### src/logic/lcpu_pkg.sv
package lcpu_pkg;
    // ------------------------------------------------------------
    // Parameter byte indices within the configure block
    // ------------------------------------------------------------
    localparam logic [3:0] LCPU_IDX_SLOT_LOW   = 4'h6;
    localparam logic [3:0] LCPU_IDX_RETRY_SLOT = 4'h7;
    localparam logic [3:0] LCPU_IDX_LINE_CRC   = 4'h8;
    localparam logic [3:0] LCPU_IDX_SENSE      = 4'h9;
    localparam logic [3:0] LCPU_IDX_MIN_LEN    = 4'ha;
    localparam logic [3:0] LCPU_IDX_RX_FEAT    = 4'hb;
    localparam logic [3:0] LCPU_IDX_DUPLEX     = 4'hc;
    localparam logic [3:0] LCPU_IDX_BACKOFF    = 4'hd;

    // ------------------------------------------------------------
    // Reset values
    // ------------------------------------------------------------
    localparam logic [7:0] LCPU_RST_SLOT_LOW   = 8'h00;
    localparam logic [7:0] LCPU_RST_RETRY_SLOT = 8'hf2;
    localparam logic [7:0] LCPU_RST_LINE_CRC   = 8'h00;
    localparam logic [7:0] LCPU_RST_SENSE      = 8'h00;
    localparam logic [7:0] LCPU_RST_MIN_LEN    = 8'h40;
    localparam logic [7:0] LCPU_RST_RX_FEAT    = 8'hff;
    localparam logic [7:0] LCPU_RST_DUPLEX     = 8'h00;
    localparam logic [7:0] LCPU_RST_BACKOFF    = 8'h3f;

    // ------------------------------------------------------------
    // Field positions
    // ------------------------------------------------------------
    localparam int LCPU_B7_SLOT_HI_LSB = 0;
    localparam int LCPU_B7_RETRY_LSB   = 4;
    localparam int LCPU_B8_ACCEPT_ANY  = 0;
    localparam int LCPU_B8_BCAST_BLOCK = 1;
    localparam int LCPU_B8_MANCHESTER  = 2;
    localparam int LCPU_B8_TX_NO_CRS   = 3;
    localparam int LCPU_B8_NO_CRC_INS  = 4;
    localparam int LCPU_B8_CRC16       = 5;
    localparam int LCPU_B8_BIT_STUFF   = 6;
    localparam int LCPU_B8_PAD         = 7;
    localparam int LCPU_B9_CRS_LEN_LSB = 0;
    localparam int LCPU_B9_CARRIER_SOURCE_SEL     = 3;
    localparam int LCPU_B9_CDT_LEN_LSB = 4;
    localparam int LCPU_B9_COLLISION_SOURCE_SEL     = 7;
    localparam int LCPU_B11_PRE_CRS    = 0;
    localparam int LCPU_B11_PAD_EN     = 1;
    localparam int LCPU_B11_FCS_MEM    = 2;
    localparam int LCPU_B11_PRE_RETRY  = 3;
    localparam int LCPU_B11_SRC_MATCH  = 4;
    localparam int LCPU_B11_ALL_MCAST  = 5;
    localparam int LCPU_B11_MON_LSB    = 6;
    localparam int LCPU_B12_TWO_WAY    = 6;
    localparam int LCPU_B13_MULTI_ADDR = 6;
    localparam int LCPU_B13_NO_BACKOFF = 7;
endpackage

### src/logic/lcpu_cfg_upper.sv
`timescale 1ns/1ns
`default_nettype none
// Notes on behaviour
// RQ1: Byte eleven bit one enables end-of-carrier padding
// RQ2: Byte eleven bit two selects CRC stored
// RQ3: Byte eleven bit three retransmits on preamble collision
// RQ4: Byte eleven bit five accepts all multicast
// RQ5: Byte nine bits 0-2 set carrier filter
// RQ6: Byte nine bit three picks carrier source
// RQ7: Byte nine bits 4-6 set collision filter
// RQ8: Byte nine bit seven picks collision source; zero
// RQ9: Any reset restores every parameter default
// RQ10: Slot time is byte7[2:0] above byte6
// RQ11: Retry count is byte seven upper nibble
module lcpu_cfg_upper (
    input  wire logic       ref_clk_i,      // 20 MHz controller clock
    input  wire logic       rst_n_i,        // Hardware reset, async
    input  wire logic       soft_reset_i,   // Software reset pulse
    input  wire logic       cfg_wr_i,       // Parameter byte strobe
    input  wire logic [3:0] cfg_idx_i,      // Parameter byte index
    input  wire logic [7:0] cfg_data_i,     // Parameter byte value
    input  wire logic       crs_ext_i,      // External carrier sense
    input  wire logic       crs_int_i,      // Internal carrier sense
    input  wire logic       cdt_ext_i,      // External collision
    input  wire logic       cdt_int_i,      // Internal collision
    output logic [10:0]     slot_time_o,    // Slot time, bit times
    output logic [3:0]      retry_max_o,    // Retries on collision
    output logic [7:0]      line_opts_o,    // Byte eight as held
    output logic [7:0]      min_frame_len_o,// Minimum frame length
    output logic            preamble_to_carrier_o,
    output logic            pad_enable_flag_o,
    output logic            rx_fcs_to_memory_o,
    output logic            preamble_collision_retry_o,
    output logic            collision_by_src_match_o,
    output logic            accept_all_multicast_o,
    output logic [1:0]      monitor_mode_o,
    output logic            two_way_simultaneous_o,
    output logic            several_station_addrs_o,
    output logic            no_backoff_o,
    output logic            carrier_source_sel_o,
    output logic            collision_source_sel_o,
    output logic            carrier_sense_o, // Filtered carrier
    output logic            collision_o      // Filtered collision
);
    import lcpu_pkg::*;

    // ------------------------------------------------------------
    // State
    // ------------------------------------------------------------
    typedef struct packed {
        logic [7:0] slot_low;     // Slot time low byte
        logic [7:0] retry_slot;   // Retries and slot high
        logic [7:0] line_crc;     // Line and CRC options
        logic [7:0] sense;        // Filter lengths and sources
        logic [7:0] min_len;      // Minimum frame length
        logic [7:0] rx_feat;      // Receive feature options
        logic [7:0] duplex;       // Duplex select
        logic [7:0] backoff;      // Backoff and multi address
        logic [2:0] crs_cnt;      // Carrier qualify counter
        logic [2:0] cdt_cnt;      // Collision qualify counter
        logic       crs_q;        // Qualified carrier
        logic       cdt_q;        // Qualified collision
    } lcpu_state_type;

    localparam lcpu_state_type LCPU_STATE_RST = '{
        slot_low:   LCPU_RST_SLOT_LOW,
        retry_slot: LCPU_RST_RETRY_SLOT,
        line_crc:   LCPU_RST_LINE_CRC,
        sense:      LCPU_RST_SENSE,
        min_len:    LCPU_RST_MIN_LEN,
        rx_feat:    LCPU_RST_RX_FEAT,
        duplex:     LCPU_RST_DUPLEX,
        backoff:    LCPU_RST_BACKOFF,
        crs_cnt:    3'h0,
        cdt_cnt:    3'h0,
        crs_q:      1'b0,
        cdt_q:      1'b0
    };

    lcpu_state_type st_r;         // Registered state
    lcpu_state_type st_nxt;       // Next state
    logic [1:0]     rst_sync_r;   // Reset release synchroniser
    logic           rst_n;        // Synchronised reset
    logic           crs_raw;      // Selected carrier input
    logic           cdt_raw;      // Selected collision input
    logic [2:0]     crs_len;      // Carrier filter length
    logic [2:0]     cdt_len;      // Collision filter length

    // ------------------------------------------------------------
    // Reset release
    // ------------------------------------------------------------
    always_ff @(posedge ref_clk_i or negedge rst_n_i) begin
        if (!rst_n_i) begin
            rst_sync_r <= 2'h0;
        end else begin
            rst_sync_r <= {rst_sync_r[0], 1'b1};
        end
    end
    assign rst_n = rst_sync_r[1];

    // ------------------------------------------------------------
    // Source selection
    // ------------------------------------------------------------
    // Zero picks the external pin, one the internal path
    assign crs_raw = st_r.sense[LCPU_B9_CARRIER_SOURCE_SEL] ? crs_int_i
                                                 : crs_ext_i; // RQ6
    assign cdt_raw = st_r.sense[LCPU_B9_COLLISION_SOURCE_SEL] ? cdt_int_i
                                                 : cdt_ext_i; // RQ8
    // Filter lengths, counted in controller clock cycles
    assign crs_len = st_r.sense[LCPU_B9_CRS_LEN_LSB +: 3]; // RQ5
    assign cdt_len = st_r.sense[LCPU_B9_CDT_LEN_LSB +: 3]; // RQ7

    // ------------------------------------------------------------
    // Next state
    // ------------------------------------------------------------
    always_comb begin
        st_nxt = st_r;
        // Carrier counts up while asserted, qualified at length
        if (!crs_raw) begin
            st_nxt.crs_cnt = 3'h0;
            st_nxt.crs_q   = 1'b0;
        end else if (st_r.crs_cnt >= crs_len) begin
            st_nxt.crs_q = 1'b1; // RQ5
        end else begin
            st_nxt.crs_cnt = st_r.crs_cnt + 3'h1;
        end
        // Collision qualified the same way with its own length
        if (!cdt_raw) begin
            st_nxt.cdt_cnt = 3'h0;
            st_nxt.cdt_q   = 1'b0;
        end else if (st_r.cdt_cnt >= cdt_len) begin
            st_nxt.cdt_q = 1'b1; // RQ7
        end else begin
            st_nxt.cdt_cnt = st_r.cdt_cnt + 3'h1;
        end
        // Parameter byte loads from the command unit
        if (cfg_wr_i) begin
            unique case (cfg_idx_i)
                LCPU_IDX_SLOT_LOW:   st_nxt.slot_low   = cfg_data_i;
                LCPU_IDX_RETRY_SLOT: st_nxt.retry_slot = cfg_data_i;
                LCPU_IDX_LINE_CRC:   st_nxt.line_crc   = cfg_data_i;
                LCPU_IDX_SENSE:      st_nxt.sense      = cfg_data_i;
                LCPU_IDX_MIN_LEN:    st_nxt.min_len    = cfg_data_i;
                LCPU_IDX_RX_FEAT:    st_nxt.rx_feat    = cfg_data_i;
                LCPU_IDX_DUPLEX:     st_nxt.duplex     = cfg_data_i;
                LCPU_IDX_BACKOFF:    st_nxt.backoff    = cfg_data_i;
                default: begin
                    // Bytes outside this block are ignored
                end
            endcase
        end
        // Software reset restores defaults and wins over a load
        if (soft_reset_i) begin
            st_nxt = LCPU_STATE_RST; // RQ9
        end
    end

    // ------------------------------------------------------------
    // State register
    // ------------------------------------------------------------
    always_ff @(posedge ref_clk_i or negedge rst_n) begin
        if (!rst_n) begin
            st_r <= LCPU_STATE_RST; // RQ9
        end else begin
            st_r <= st_nxt;
        end
    end

    // ------------------------------------------------------------
    // Decoded outputs
    // ------------------------------------------------------------
    assign slot_time_o = {st_r.retry_slot[LCPU_B7_SLOT_HI_LSB +: 3],
                          st_r.slot_low}; // RQ10
    assign retry_max_o = st_r.retry_slot[LCPU_B7_RETRY_LSB +: 4]; // RQ11
    assign line_opts_o     = st_r.line_crc;
    assign min_frame_len_o = st_r.min_len;
    assign preamble_to_carrier_o = st_r.rx_feat[LCPU_B11_PRE_CRS];
    assign pad_enable_flag_o     = st_r.rx_feat[LCPU_B11_PAD_EN]; // RQ1
    assign rx_fcs_to_memory_o    = st_r.rx_feat[LCPU_B11_FCS_MEM]; // RQ2
    assign preamble_collision_retry_o =
        st_r.rx_feat[LCPU_B11_PRE_RETRY]; // RQ3
    assign collision_by_src_match_o = st_r.rx_feat[LCPU_B11_SRC_MATCH];
    assign accept_all_multicast_o =
        st_r.rx_feat[LCPU_B11_ALL_MCAST]; // RQ4
    assign monitor_mode_o = st_r.rx_feat[LCPU_B11_MON_LSB +: 2];
    assign two_way_simultaneous_o  = st_r.duplex[LCPU_B12_TWO_WAY];
    assign several_station_addrs_o = st_r.backoff[LCPU_B13_MULTI_ADDR];
    assign no_backoff_o            = st_r.backoff[LCPU_B13_NO_BACKOFF];
    assign carrier_source_sel_o   = st_r.sense[LCPU_B9_CARRIER_SOURCE_SEL]; // RQ6
    assign collision_source_sel_o = st_r.sense[LCPU_B9_COLLISION_SOURCE_SEL]; // RQ8
    assign carrier_sense_o = st_r.crs_q;
    assign collision_o     = st_r.cdt_q;

    // ------------------------------------------------------------
    // Checks
    // ------------------------------------------------------------
    a_sense_reset_zero: assert property ( // RQ8
        @(posedge ref_clk_i) $rose(rst_n) |-> st_r.sense == 8'h00)
        else $error("sense byte not zero after reset");
    a_soft_reset_dflt: assert property ( // RQ9
        @(posedge ref_clk_i) disable iff (!rst_n)
        soft_reset_i |=> (st_r.rx_feat == 8'hff
                          && st_r.retry_slot == 8'hf2
                          && st_r.min_len == 8'h40))
        else $error("defaults not restored");
    a_slot_concat: assert property ( // RQ10
        @(posedge ref_clk_i) disable iff (!rst_n)
        cfg_wr_i && !soft_reset_i && cfg_idx_i == 4'h6
        |=> slot_time_o[7:0] == $past(cfg_data_i))
        else $error("slot low byte not loaded");
    a_retry_load: assert property ( // RQ11
        @(posedge ref_clk_i) disable iff (!rst_n)
        cfg_wr_i && !soft_reset_i && cfg_idx_i == 4'h7
        |=> retry_max_o == $past(cfg_data_i[7:4])
            && slot_time_o[10:8] == $past(cfg_data_i[2:0]))
        else $error("byte seven fields wrong");
    a_rxfeat_load: assert property ( // RQ1
        @(posedge ref_clk_i) disable iff (!rst_n)
        cfg_wr_i && !soft_reset_i && cfg_idx_i == 4'hb
        |=> pad_enable_flag_o == $past(cfg_data_i[1])
            && rx_fcs_to_memory_o == $past(cfg_data_i[2])
            && preamble_collision_retry_o == $past(cfg_data_i[3])
            && accept_all_multicast_o == $past(cfg_data_i[5]))
        else $error("byte eleven flags wrong");
    a_crs_zero_filter: assert property ( // RQ5
        @(posedge ref_clk_i) disable iff (!rst_n || soft_reset_i)
        st_r.sense[2:0] == 3'h0 && crs_raw && $stable(st_r.sense)
        |=> carrier_sense_o)
        else $error("carrier not qualified at zero length");
    a_crs_drop: assert property ( // RQ6
        @(posedge ref_clk_i) disable iff (!rst_n)
        !crs_raw |=> !carrier_sense_o)
        else $error("carrier held without source");
    a_cdt_filter: assert property ( // RQ7
        @(posedge ref_clk_i) disable iff (!rst_n)
        $rose(collision_o) |-> $past(cdt_raw))
        else $error("collision without input");
    a_mcast_src: assert property ( // RQ4
        @(posedge ref_clk_i) disable iff (!rst_n)
        !(cfg_wr_i && cfg_idx_i == LCPU_IDX_RX_FEAT) && !soft_reset_i
        |=> $stable(accept_all_multicast_o))
        else $error("multicast flag changed without load");
    a_retx_flag: assert property ( // RQ3
        @(posedge ref_clk_i) disable iff (!rst_n)
        $rose(rst_n) |-> preamble_collision_retry_o)
        else $error("retry not enabled by default");
    a_fcs_flag: assert property ( // RQ2
        @(posedge ref_clk_i) disable iff (!rst_n)
        !cfg_wr_i && !soft_reset_i |=> $stable(rx_fcs_to_memory_o))
        else $error("fcs flag changed without load");

    // ------------------------------------------------------------
    // Checks: parameter holding and ignored bytes
    // ------------------------------------------------------------
    // Padding flag only moves on a byte eleven load or a reset
    a_pad_hold: assert property ( // RQ1
        @(posedge ref_clk_i) disable iff (!rst_n)
        !(cfg_wr_i && cfg_idx_i == LCPU_IDX_RX_FEAT) && !soft_reset_i
        |=> $stable(pad_enable_flag_o))
        else $error("pad flag changed without load");
    // Retry limit only moves on a byte seven load or a reset
    a_retry_hold: assert property ( // RQ11
        @(posedge ref_clk_i) disable iff (!rst_n)
        !(cfg_wr_i && cfg_idx_i == LCPU_IDX_RETRY_SLOT) && !soft_reset_i
        |=> $stable(retry_max_o))
        else $error("retry limit changed without load");
    // Indices outside this block leave slot time alone
    a_ignored_idx: assert property ( // RQ10
        @(posedge ref_clk_i) disable iff (!rst_n)
        cfg_wr_i && !soft_reset_i
        && (cfg_idx_i < LCPU_IDX_SLOT_LOW || cfg_idx_i > LCPU_IDX_BACKOFF)
        |=> $stable(slot_time_o) && $stable(retry_max_o))
        else $error("ignored index changed slot time");

    // ------------------------------------------------------------
    // Checks: filters and sources
    // ------------------------------------------------------------
    // Carrier rises only while the selected input is high
    a_crs_rise: assert property ( // RQ5
        @(posedge ref_clk_i) disable iff (!rst_n)
        $rose(carrier_sense_o) |-> $past(crs_raw))
        else $error("carrier without input");
    // Collision drops one edge after its input goes low
    a_cdt_drop: assert property ( // RQ7
        @(posedge ref_clk_i) disable iff (!rst_n)
        !cdt_raw |=> !collision_o)
        else $error("collision held without source");
    // Zero collision length qualifies on the next edge
    a_cdt_zero_filter: assert property ( // RQ7
        @(posedge ref_clk_i) disable iff (!rst_n || soft_reset_i)
        cdt_len == 3'h0 && cdt_raw && $stable(st_r.sense)
        |=> collision_o)
        else $error("collision not qualified at zero length");
    // Internal carrier source low keeps carrier off
    a_carrier_source_sel_int: assert property ( // RQ6
        @(posedge ref_clk_i) disable iff (!rst_n)
        carrier_source_sel_o && !crs_int_i |=> !carrier_sense_o)
        else $error("carrier from unselected internal path");
    // External carrier source low keeps carrier off
    a_carrier_source_sel_ext: assert property ( // RQ6
        @(posedge ref_clk_i) disable iff (!rst_n)
        !carrier_source_sel_o && !crs_ext_i |=> !carrier_sense_o)
        else $error("carrier from unselected external pin");
    // Internal collision source low keeps collision off
    a_collision_source_sel_int: assert property ( // RQ8
        @(posedge ref_clk_i) disable iff (!rst_n)
        collision_source_sel_o && !cdt_int_i |=> !collision_o)
        else $error("collision from unselected internal path");
    // External collision source low keeps collision off
    a_collision_source_sel_ext: assert property ( // RQ8
        @(posedge ref_clk_i) disable iff (!rst_n)
        !collision_source_sel_o && !cdt_ext_i |=> !collision_o)
        else $error("collision from unselected external pin");

    // ------------------------------------------------------------
    // Checks: reset defaults
    // ------------------------------------------------------------
    // Defaults stand at the edge on which reset lets go
    a_hw_reset_dflt: assert property ( // RQ9
        @(posedge ref_clk_i) disable iff (!rst_n)
        $rose(rst_n) |-> slot_time_o[7:0] == LCPU_RST_SLOT_LOW
            && slot_time_o[10:8] == LCPU_RST_RETRY_SLOT[2:0]
            && retry_max_o == LCPU_RST_RETRY_SLOT[7:4]
            && min_frame_len_o == LCPU_RST_MIN_LEN)
        else $error("defaults missing after reset");
endmodule
`default_nettype wire

### config.mk
export PLATFORM = sky130hd
export DESIGN_NAME = lcpu_cfg_upper
export DESIGN_NICKNAME = d
export VERILOG_FILES = /design/src/logic/lcpu_pkg.sv /design/src/logic/lcpu_cfg_upper.sv
export SDC_FILE = /design/constraint.sdc
export NUM_CORES = 1
export LEC_CHECK = 0
export BUFFER_PORTS_ARGS = -buffer_cell sky130_fd_sc_hd__buf_4
export CAP_MARGIN = 20
export CORE_MARGIN = 5
export CORE_UTILIZATION = 55
export DETAILED_ROUTE_END_ITERATION = 6
export PLACE_DENSITY = 0.87
export SLEW_MARGIN = 10
export SYNTH_ARGS = -nofsm -noshare
export SYNTH_HDL_FRONTEND = slang
export SYNTH_SLANG_ARGS = --single-unit
### constraint.sdc
create_clock -name ref_clk_i -period 4.4 [get_ports ref_clk_i]
set_input_delay 0 -clock ref_clk_i [delete_from_list [all_inputs] [get_ports ref_clk_i]]
set_output_delay 0 -clock ref_clk_i [all_outputs]
set_load 0.02 [all_outputs]
Yosys cells after proc, flatten, opt, wreduce, memory -nomap -nowiden. Index checks and enable logic that the tools add are counted.

Word-level logic and storage cells: 66. Output and inout port bits: 46. Bits of input ports: 20. Bits in registers: 73.

Multiplexer cells: 20. $add $sub $neg: 2. Order comparisons: 2. Reduce and logical (&&, ||, !) cells: 17. Equal/unequal tests: 12.

Operators by type and width (number): $mux W72 (1); $mux W64 (1); $mux W8 (8); $eq A4 B4 Y1 const B (6); $reduce_bool A2 Y1 (9); $reduce_and A2 Y1 (8); $mux W3 (4); $eq A4 B3 Y1 const B (2); $add A3 B1 Y3 const B (2); $ge A3 B3 Y1 (2); $mux W1 (6); $ne A3 B2 Y1 const B (2); $ne A3 B3 Y1 const B (2).

Logic depth before layout (Yosys ltp). Gate-level depths: netlist of run 1.

Depth in word-level cells: 4. Gate-level depth with buffers: 6. Mapped depth without buffers: 6.

Least setup slack after synthesis of run 1. Ideal clock, no wire load.

Path kind: reg-to-reg. Start: register st_r[4] (netlist name). End: register st_r[3] (netlist name). Arrival time: 1.197 ns. Path slack: 3.084 ns. Library setup time: 0.119 ns. Data required time: 4.281 ns. Clock period less this slack: 1.316 ns. Cell stages (with the launch flop): 6. Cells stage by stage: dfrtp_1 -> ha_1 -> nand2_1 -> o21ai_1 -> mux2i_1 -> nor2_1.

Longest elaborated chain between the ends: 2.

Ends and longest elaborated chain: start, declared (RTL line lcpu_cfg_upper.sv:80) `lcpu_state_type st_r;`; start signal, assigned (RTL line lcpu_cfg_upper.sv:165) `st_r <= st_nxt;`; $ge A3 B3 Y1 (RTL line lcpu_cfg_upper.sv:131) `end else if (st_r.cdt_cnt >= cdt_len) begin`; $ne A3 B3 Y1 (no line).

No other way between the ends. A chain may end at the register's enable or synchronous reset.

Worst setup path in the final report of run 1.
Start: register st_r[7] (netlist name). End: register st_r[6] (netlist name).

Longest elaborated chain between the ends: 2.

Ends and longest elaborated chain: $ge A3 B3 Y1 (RTL line lcpu_cfg_upper.sv:122) `end else if (st_r.crs_cnt >= crs_len) begin`; $ne A3 B3 Y1 (no line).

No other way between the ends.

==> results summary, run 1 <==
The run finished with clean final reports. Of the available clock period, the critical path in the final layout requires 33.0%. The total routed wirelength came out at 6630 µm. The number of buffers between clock root and the deepest sink came out at 2. The initialized floorplan defines 26 standard-cell rows. The critical path data required time came out at 4.63 ns. The worst hold-check slack came out at 0.0460 ns. The worst hold path cell count came out at 4.

The final cell utilization of the core came out at 68.1%. The uppermost layer routed is met4. Routability-driven placement finished with a final weighted congestion of 0.793. The finished layout holds 396 standard cells, fillers aside.

The count of buffers from port buffering came out at 65. STA classifies the critical path startpoint as a flip-flop. Global routing used 19.4% of the available tracks. The tree is rooted in a sky130_fd_sc_hd__clkbuf_8.

TritonCTS built the clock tree. The Yosys warning count is 0. The setup path with the least slack is of type reg2reg.

The detailed router put a total of 2900 µm of wire on met1. The initial antenna violation count came to 0. In the post-route analysis, the smallest setup slack over all paths is 2.95 ns.

The die covers 6940 µm². The share of the yosys chip area belonging to registers came out at 51.4%. The met3 wire length is 422 µm. The initial detailed-routing violation count came out at 134. The peak supply drop came out at 0.000246 V. The number of hold-slack violations in the final timing report is 0. The leakage power is 1.70 nW.

For this run, the leading register cell type out of synthesis is sky130_fd_sc_hd__dfrtp_1. The placement-stage cell area came out at 3240 µm². The category of the worst setup path capture point is a flip-flop. The number of synthesized flops with an enable pin is 0.

The clock insertion delay at the later pin of the skew report came out at 0.34 ns. Overall power consumption after layout is estimated at 1.13 mW. The fraction of synthesis flops using an asynchronous set or reset pin is 100%. The final cell area excluding filler cells came out at 3520 µm². The maximum clock frequency is 688 MHz. The core outline area came out at 5170 µm². After technology mapping, the gate count stands at 279. Summing every instance area after synthesis gives 2960 µm². The wire length of the first global-routing pass came out at 10600 µm. The post-route DRC violation count is 0. The starting density of the core came out at 57.2%.

For the finished layout, the period the worst path requires is 1.45 ns. The min-delay analysis places its worst path in the category in2reg. The pin count of the biggest net entering global routing is 59.

The number of global-route vias before repair is 2133. The setup skew after layout is 0.00272 ns. The number of inserted diodes is 0. The share of layout cells above drive strength 1 is 30.7%. Across all layers, the routed design uses 2050 vias. In this run the horizontal extent of the chip is 83.3 µm. The number of max-cap violations is 0.

The number of buffers created by CTS is 9. The tightest slew margin relative to the limit came out at 45.5%. The final number of max-transition violations is 0. The net count after synthesis came out at 307. Setup repair after global routing left no endpoint under its margin. The routed wire length on met2 came out at 3170 µm.

The worst reg2reg path depth came out at 5. In this run, synthesis produced a sequential element count of 60. The number of nets in the finished design is 349. Summed over all layers, the global routing overflow is 0. The detailed-placement wirelength estimate is 4390 µm. The transition time at the pin with the least slew margin is 0.813 ns. The number of unique standard cell types used by synthesis came out at 30. The boundary pin count came out at 66.

A synthesized cell averages 10.6 µm². The count of placed standard cells including taps came out at 370. The number of routed nets with antenna violations came out at 0. The critical path data arrival time is 1.68 ns. The area added between synthesis and finish is 19.1%. After clock tree synthesis, the clock-pin slew on the worst setup and hold paths is 0.06 ns. The maximum fanout along the worst path is 3. The detail-routed via count per cell is 5.18. The clock net sink count is 60. The first-pass iteration count of the detailed router is 4.

The count of final setup violators is 0. Setup total negative slack on the finished layout was measured at 0 ns. The floorplan step set the die height to 83.3 µm.

The H-tree was split into 3 levels. The routed wirelength normalized by instance count came out at 16.7 µm. Dividing total power by cell area gives a power density of 321 nW/µm². The pre-CTS setup slack came out at 2.62 ns.
==> final timing paths <==
| check | end | start | slack [ns] |
|---|---|---|---|
| min in group asynchronous | slot_time_o[0] | rst_sync_r[1] | 0.41 |
| hold reg to reg | rst_sync_r[1] | rst_sync_r[0] | 0.37 |
| max in group asynchronous | line_opts_o[5] | rst_sync_r[1] | 3.53 |
| setup reg to reg | st_r[6] | st_r[7] | 2.95 |
| hold / removal | two_way_simultaneous_o | cfg_idx_i[0] | 0.05 |
| setup / recovery | st_r[6] | st_r[7] | 2.95 |
==> kinds of logic (layout without fill, tap and decap cells) <==
family | count (synthesis) | after routing | synth area share, %
and+or+nand+nor | 97 | 97 | 16.5
DFF | 60 | 60 | 51.4
buffers and inverters | 51 | 98 | 11.0
muxes | 34 | 34 | 11.5
AOI/OAI and AO/OA | 24 | 24 | 4.99
adders and majority gates | 8 | 8 | 3.38
xor gates and xnor gates | 4 | 4 | 1.18
other | 1 | 1 | 0.127
==> synth_stat cells (all sizes together) (7+ instances only) <==
cell type  count  share of area (%)
ha             8                3.4
a21oi          8                1.4
clkbuf         7               0.89
mux2i         34                 12
nor2          44                6.5
nand2         26                3.3
dfrtp         46                 39
o21ai          8                1.4
dfstp         14                 12
buf           38                9.3
nor2b          8                1.7
nand3b         9                2.3
==> worst max-delay path, cell delays in order (launching register included) <==
cell                      delay (ns)
sky130_fd_sc_hd__dfrtp_1        0.40
sky130_fd_sc_hd__ha_1           0.31
sky130_fd_sc_hd__nand2_1        0.07
sky130_fd_sc_hd__o21ai_1        0.28
sky130_fd_sc_hd__mux2i_1        0.24
sky130_fd_sc_hd__nor2_1         0.05
==> placed cells by master, fill, tap and decap left out, drive strengths merged, types with 3 or more instances in the layout <==
cell and n:
a21oi 8, o21ai 8, nand3b 9, dfstp 14, dlygate4sd3 10, or2 3
buf 66, nor3 3, nand2 26, clkbuf 15, nor2b 8, inv 6
mux2i 34, a211o 6, nor2 44, ha 8, dfrtp 46
==> power by group <==
group	switching [mW]	internal, mW	total, mW
clock network	0.211	0.251	0.461
logic	0.0611	0.0406	0.102
registers	0.00542	0.563	0.569
==> sequential cells by signal, summed over array words and instances, names as in the netlist, 2 cells and up <==
signal and cells:
cdt_len 3, crs_len 3, line_opts_o 8, min_frame_len_o 8, monitor_mode_o 2, retry_max_o 4
rst_sync_r 2, slot_time_o 11, st_r 6
==> per-layer routing <==
layer	vias to the layer above	GRT usage [%]
li1	964	-
met1	1007	23.7
met2	69	31.8
met3	10	4.75
met4	0	10.3
met5	-	0
==> layout make-up <==
class                   instances  area [µm²]
clock inverters                 1        5.00
fillers                       385        1650
multi-input cells             168        1110
well taps                      70        87.6
repair buffers                 76         596
flip-flops and latches         60        1520
clock buffers                  15         176
inverters                       6        22.5
==> what timing repair did <==
action	4_1_cts	5_1_grt
hold endpoints to repair	38	0
gates resized for setup	0	0
setup endpoints to repair	0	0
buffers inserted	0	0
hold buffers	10	0
Power figures use the tool's default switching activity.
==> inputs of run 2 (changes only) <==
--- a/config.mk
+++ b/config.mk
@@ -8,9 +8,9 @@
 export BUFFER_PORTS_ARGS = -buffer_cell sky130_fd_sc_hd__buf_4
 export CAP_MARGIN = 20
 export CORE_MARGIN = 5
-export CORE_UTILIZATION = 55
+export CORE_UTILIZATION = 49
 export DETAILED_ROUTE_END_ITERATION = 6
-export PLACE_DENSITY = 0.87
+export PLACE_DENSITY = 0.82
 export SLEW_MARGIN = 10
 export SYNTH_ARGS = -nofsm -noshare
 export SYNTH_HDL_FRONTEND = slang
==> constraint.sdc (replaced) <==
create_clock -name ref_clk_i -period 1.3 [get_ports ref_clk_i]
set_input_delay 0 -clock ref_clk_i [delete_from_list [all_inputs] [get_ports ref_clk_i]]
set_output_delay 0 -clock ref_clk_i [all_outputs]
set_load 0.02 [all_outputs]
==> run 2 against run 1 <==
  * The flow now finishes with violations (negative setup slack)
  * Clock power rose to 3.2 times the previous value
  * Non-clock buffer count rose by 18
  * Die area rose by 11%
  * Cell count rose by 5.8%
  * Largest cell class unchanged
==> results summary, run 2 (synthesized netlist as in run 1, its figures left out) <==
The signal on the critical path passes through inv_2 -> ha_4 -> nor2b_4 -> o21ai_4 -> mux2i_1 -> nor2_1. The routed via count came out at 2082. The initial detailed-routing violation count came out at 123. The initial antenna violation count is 0. The final number of max-transition violations is 0.

The top cell types in the final layout, fill and taps aside, are sky130_fd_sc_hd__buf_4 (80), sky130_fd_sc_hd__dfrtp_1 (45), sky130_fd_sc_hd__nor2_1 (41). The tree is rooted in a sky130_fd_sc_hd__clkbuf_8. At the end of routability-driven placement, the weighted congestion stood at 0.751. The number of placement rows came out at 28. The peak supply drop came out at 0.000755 V.

The number of hold-slack violations in the final timing report came to 0. Detailed placement ended at an HPWL of 4400 µm. The worst path setup slack after routing is -0.0670 ns. The power per unit of standard cell area came out at 984 nW/µm². The number of max-cap violations is 0. The buffering stage count on the worst path with inverters included came out at 1. The clock net sink count is 60.

Setup repair after global routing could not meet its margin everywhere. Subtracting the final worst setup slack from the clock period gives 1.37 ns. The wire length of the first global-routing pass is 10900 µm. The pin count of the biggest net entering global routing is 59.

The maximum fanout along the worst path is 3. The boundary pin count is 66. The die span in x came out at 87.7 µm. The final cell utilization of the core came out at 65.4%. The library cell used most frequently in the layout, excluding fill and tap cells, is sky130_fd_sc_hd__buf_4. The post-route DRC violation count came out at 0. The total routed wirelength came out at 6740 µm.

The number of global-route vias before repair came out at 2222. At the worst endpoint, the arrival time is 1.59 ns. The flow ran to the end, but the final reports show violations. The clock-pin slew reported for the worst setup and hold paths after clock tree synthesis is 0.07 ns. The number of inserted diodes is 0. The number of buffers created by CTS came out at 9. The overall global routing resource usage came out at 18.7%. The die span in y came out at 87.7 µm.

The CTS tree is done. The worst setup path is captured at a flip-flop. The clock insertion delay at the later pin of the skew report came out at 0.34 ns.

The setup path with the least slack is of type reg2reg. The checks that failed: negative setup slack. For this design, the slowest cell found on the critical path is sky130_fd_sc_hd__dfrtp_1. The number of flip-flops under the largest register name is 11.

The routed wirelength normalized by instance count came out at 16.1 µm. Broken down by cell family, the worst path's largest delay share belongs to flip-flops. The critical path data required time came out at 1.53 ns. The worst setup path is launched from a flip-flop.

The tightest min-delay check is of the in2reg type. The core outline area came out at 5890 µm². For this design the static power due to leakage is 1.83 nW. The starting density of the core came out at 50.3%. The largest single stage delay on the critical path is 0.39 ns.

The total overflow left after global routing is 0. At the end of the flow, the number of nets in the layout was 367. The count of final setup violators is 5. In this run the remaining antenna-violating nets after routing total 0. The share of layout cells above drive strength 1 came out at 39.5%. The number of buffers between clock root and the deepest sink came out at 2. The detail-routed via count per cell came out at 4.97. For this run, the detailed router's first-pass iteration total came to 4. The maximum clock frequency came out at 732 MHz. Of the available clock period, the critical path in the final layout requires 105%. The depth of the CTS H-tree is 3. The area added between synthesis and finish came out at 30.2%. The count of buffers from port buffering came out at 65. The setup skew after layout came out at 0.00695 ns. The accumulated negative setup slack is -0.156 ns. The die covers 7690 µm².
-- run 2: final cells by class --
cell class                 instances  area (µm²)
timing repair buffer              94         761
clock buffer                      14         163
tap                               75        93.8
multi-input combinational        168        1280
clock inverter                     2        10.0
sequential                        60        1520
fill                             464        2040
inverter                           6        22.5
-- run 2: worst reg2reg max path, stage by stage, from the launching register on --
cell	delay (ns)
sky130_fd_sc_hd__dfrtp_1	0.39
sky130_fd_sc_hd__inv_2	0.07
sky130_fd_sc_hd__ha_4	0.27
sky130_fd_sc_hd__nor2b_4	0.04
sky130_fd_sc_hd__o21ai_4	0.20
sky130_fd_sc_hd__mux2i_1	0.23
sky130_fd_sc_hd__nor2_1	0.06
-- run 2: worst paths after layout --
| path | end | depth (start not counted) | slack, ns | startpoint |
|---|---|---|---|---|
| max in group asynchronous | rst_sync_r[1] | 3 | 0.64 | rst_n_i |
| min in group asynchronous | min_frame_len_o[4] | 1 | 0.27 | rst_sync_r[1] |
| worst min register to register | min_frame_len_o[4] | 1 | 0.27 | rst_sync_r[1] |
| worst max-delay path | st_r[3] | 6 | -0.07 | st_r[2] |
| worst min-delay path | two_way_simultaneous_o | 4 | 0.05 | cfg_idx_i[0] |
| worst max register to register | st_r[3] | 6 | -0.07 | st_r[2] |
-- run 2: per-stage QoR --
stage	hold slack (ns)	instance area, µm²	setup WS [ns]	std cells	power, mW
3_5_place_dp	-0.214	3350	-0.0668	385	2.30
6_report	0.0484	3850	-0.0670	419	3.79
2_1_floorplan	-0.296	2970	0.00722	279	2.15
4_1_cts	0.0360	3760	-0.0276	417	3.82
3_3_place_gp	-0.217	3350	-0.00870	385	2.29
5_1_grt	0.0514	3850	-0.133	419	3.95
-- run 2: per-layer routing --
metal / global-route usage (%) / vias up / wire (µm)
li1: - / 1005 / -
met1: 23.1 / 1009 / 2870
met2: 30.7 / 57 / 3310
met3: 6.49 / 11 / 462
met4: 6.28 / 0 / 102
met5: 0 / - / 0
-- run 2: report_power, final --
| group | switching [mW] | leakage [nW] | total [mW] | internal [mW] |
|---|---|---|---|---|
| registers | 0.0180 | 0.780 | 1.92 | 1.91 |
| logic | 0.217 | 0.955 | 0.383 | 0.166 |
| clock network | 0.689 | 0.0905 | 1.48 | 0.792 |
| total | 0.924 | 1.83 | 3.79 | 2.86 |
-- run 2: what timing repair did --
| action | 4_1_cts | 5_1_grt |
|---|---|---|
| setup endpoints to repair | 7 | 9 |
| setup buffers | 4 | 2 |
| gates resized for setup | 15 | 11 |
| hold buffers | 12 | 0 |
| hold endpoints to repair | 33 | 0 |
| pin swaps | 8 | 9 |
==> inputs of run 3 (changes only) <==
--- a/config.mk
+++ b/config.mk
@@ -11,6 +11,7 @@
 export CORE_UTILIZATION = 49
 export DETAILED_ROUTE_END_ITERATION = 6
 export PLACE_DENSITY = 0.82
+export SETUP_SLACK_MARGIN = 0.1
 export SLEW_MARGIN = 10
 export SYNTH_ARGS = -nofsm -noshare
 export SYNTH_HDL_FRONTEND = slang
==> run 3 against run 2 <==
  * The flow still finishes with violations (negative setup slack)
  * Utilization is 1.2 points higher
  * Flip-flop and latch count stayed put
  * Die area stayed put
  * Power is 19% higher
  * Register-to-register slack hardly changed
  * Via count is 0.91% higher
  * Clock skew is 0.0011 ns lower
  * Clock power is 48% higher
  * Highest routed layer unchanged
==> results summary, run 3 (synthesized netlist as in run 1, its figures left out) <==
The number of global-route vias before repair came out at 2271. The worst setup path is captured at a flip-flop. The worst register-to-register path begins at st_r[7]. The number of placement rows came out at 28.

Summed over all cells, the static leakage comes to 1.86 nW. The flow ran to the end, but the final reports show violations. Clock tree synthesis found a total of 60 sinks. The root buffer cell is sky130_fd_sc_hd__clkbuf_8.

The clock period minus worst slack is 1.36 ns. The final number of max-transition violations came to 0. The number of routed nets with antenna violations came out at 0. The critical path data arrival time came out at 1.58 ns.

After detailed routing, the number of remaining DRC violations is 0. For this block, the via count after detailed routing is 2101. Based on the critical path, the design can be clocked at up to 736 MHz.

The number of flip-flops under the largest register name came out at 11. CTS built an H-tree with a depth of 3. STA classifies the critical path startpoint as a flip-flop.

The worst hold-check slack is 0.0237 ns. The transition time at the pin with the least slew margin is 0.515 ns. The overall power of the completed layout came out at 4.50 mW. The net count of the finished layout is 365. VDD sags by at most 0.000848 V. The number of hold-slack violations in the final timing report is 0. Headroom to the max-slew limit came out at 65.6%.

The core outline area came out at 5890 µm². For this run, the total global-route usage over all layers was measured as 19.4%. TritonCTS built the clock tree. Counting cells, the worst reg-to-reg path comes to 5.

The count of buffers from port buffering came out at 65. The number of max-cap violations came out at 0. Leaving out fill and tap cells, the most frequent cell in the layout is sky130_fd_sc_hd__buf_4. The routed wirelength normalized by instance count is 16.5 µm. The boundary pin count is 66.

The clock insertion delay at the later pin of the skew report is 0.34 ns. The power per unit of standard cell area is 1150 nW/µm². The clock-pin slew reported for the worst setup and hold paths after clock tree synthesis came out at 0.06 ns. The leftover overflow at the end of global routing came out at 0. The worst hold path terminates at min_frame_len_o[1]. The initial antenna violation count is 0. The starting density of the core is 50.3%. The endpoint identified for the worst register-to-register timing path is st_r[6]. The path type of the worst min-delay path is in2reg. The die span in y is 87.7 µm.

The setup skew after layout came out at 0.00583 ns. The final reports fail on negative setup slack. The maximum fanout along the worst path is 3.

The area added between synthesis and finish is 32.6%. The detailed-placement wirelength estimate came out at 4800 µm. The total routed wirelength is 6890 µm. In this run the most critical hold path is launched from soft_reset_i.

In the routed layout, each cell is associated on average with a via count of 5.04. Setup repair after global routing could not meet its margin everywhere. Of the cells placed in the final design, the portion with a size suffix greater than 1 is 40.6%. The worst hold path cell count is 2.

The number of buffers between clock root and the deepest sink is 2. The wire length of the first global-routing pass is 11300 µm. Setup slack on the critical path of the routed design comes to -0.0587 ns.

The pin count of the biggest net entering global routing came out at 30. The first-pass iteration count of the detailed router is 4. The number of buffers created by CTS came out at 9. The post-route clock period utilization is 105%. The class of the most critical setup path is reg2reg. The critical path data required time is 1.52 ns. The number of inserted diodes came out at 0. The die span in x is 87.7 µm. The initial detailed-routing violation count is 65. The count of final setup violators came out at 4. The weighted congestion reported at the end of routability-driven placement came out at 0.764. The worst-case register-to-register setup slack is -0.06 ns. The area of the die came out at 7690 µm². The library cells used most frequently in the layout, excluding fill and tap cells, are sky130_fd_sc_hd__buf_4 (80), sky130_fd_sc_hd__dfrtp_1 (45), sky130_fd_sc_hd__nor2_1 (40).
run 3: worst max-delay path, cell delays in order, from the launching register on:
cell and delay, ns:
sky130_fd_sc_hd__dfrtp_1 0.41, sky130_fd_sc_hd__ha_4 0.31, sky130_fd_sc_hd__nand2_4 0.06, sky130_fd_sc_hd__o21ai_4 0.18
sky130_fd_sc_hd__mux2i_1 0.24, sky130_fd_sc_hd__nor2_1 0.05
run 3: timing repair:
action | 4_1_cts | 5_1_grt
pin swaps | 11 | 3
endpoints found under the hold margin | 36 | 0
setup buffers | 6 | 1
hold buffers | 10 | 0
setup endpoints to repair | 8 | 8
gates resized for setup | 16 | 2
run 3: power breakdown:
group | total (mW) | switching (mW) | internal [mW]
sequential | 1.93 | 0.0282 | 1.91
clock | 2.19 | 0.706 | 1.48
combinational | 0.373 | 0.208 | 0.165
run 3: worst max-delay path by stage:
stage,startpoint,endpoint,cells past startpoint
after floorplan,st_r[4],st_r[3],5
after global placement,st_r[2],st_r[4],6
after detailed placement,st_r[7],st_r[6],5
after CTS,st_r[4],st_r[4],5
after global routing,crs_len[2],st_r[6],6
final,st_r[7],st_r[6],5
run 3: final cells by class:
class	instances	area, µm²
sequential	60	1520
fill	469	1960
tap	75	93.8
multi-input combinational	168	1270
clock buffer	13	179
timing repair buffer	92	741
clock inverter	3	90.1
inverter	6	22.5
run 3: layer usage:
layer  GRT usage (%)  part of all wire, %  up-vias
met5               0                    0        -
met4            5.72                 0.86        0
met3            6.87                  6.1        9
met2            33.4                   51       52
met1            22.9                   42     1037
li1                -                    -     1003
run 3: per-stage QoR:
step	utilization [%]	cell area (µm²)	instances	setup slack, ns	setup TNS (ns)
6_report	66.6	3920	417	-0.0587	-0.117
5_1_grt	66.6	3920	417	-0.141	-0.475
4_1_cts	66.3	3900	416	-0.0110	-0.0322
3_5_place_dp	57.6	3390	384	-0.0676	-0.161
3_3_place_gp	57.6	3390	384	0.000187	0
2_1_floorplan	-	3010	279	0.0287	0
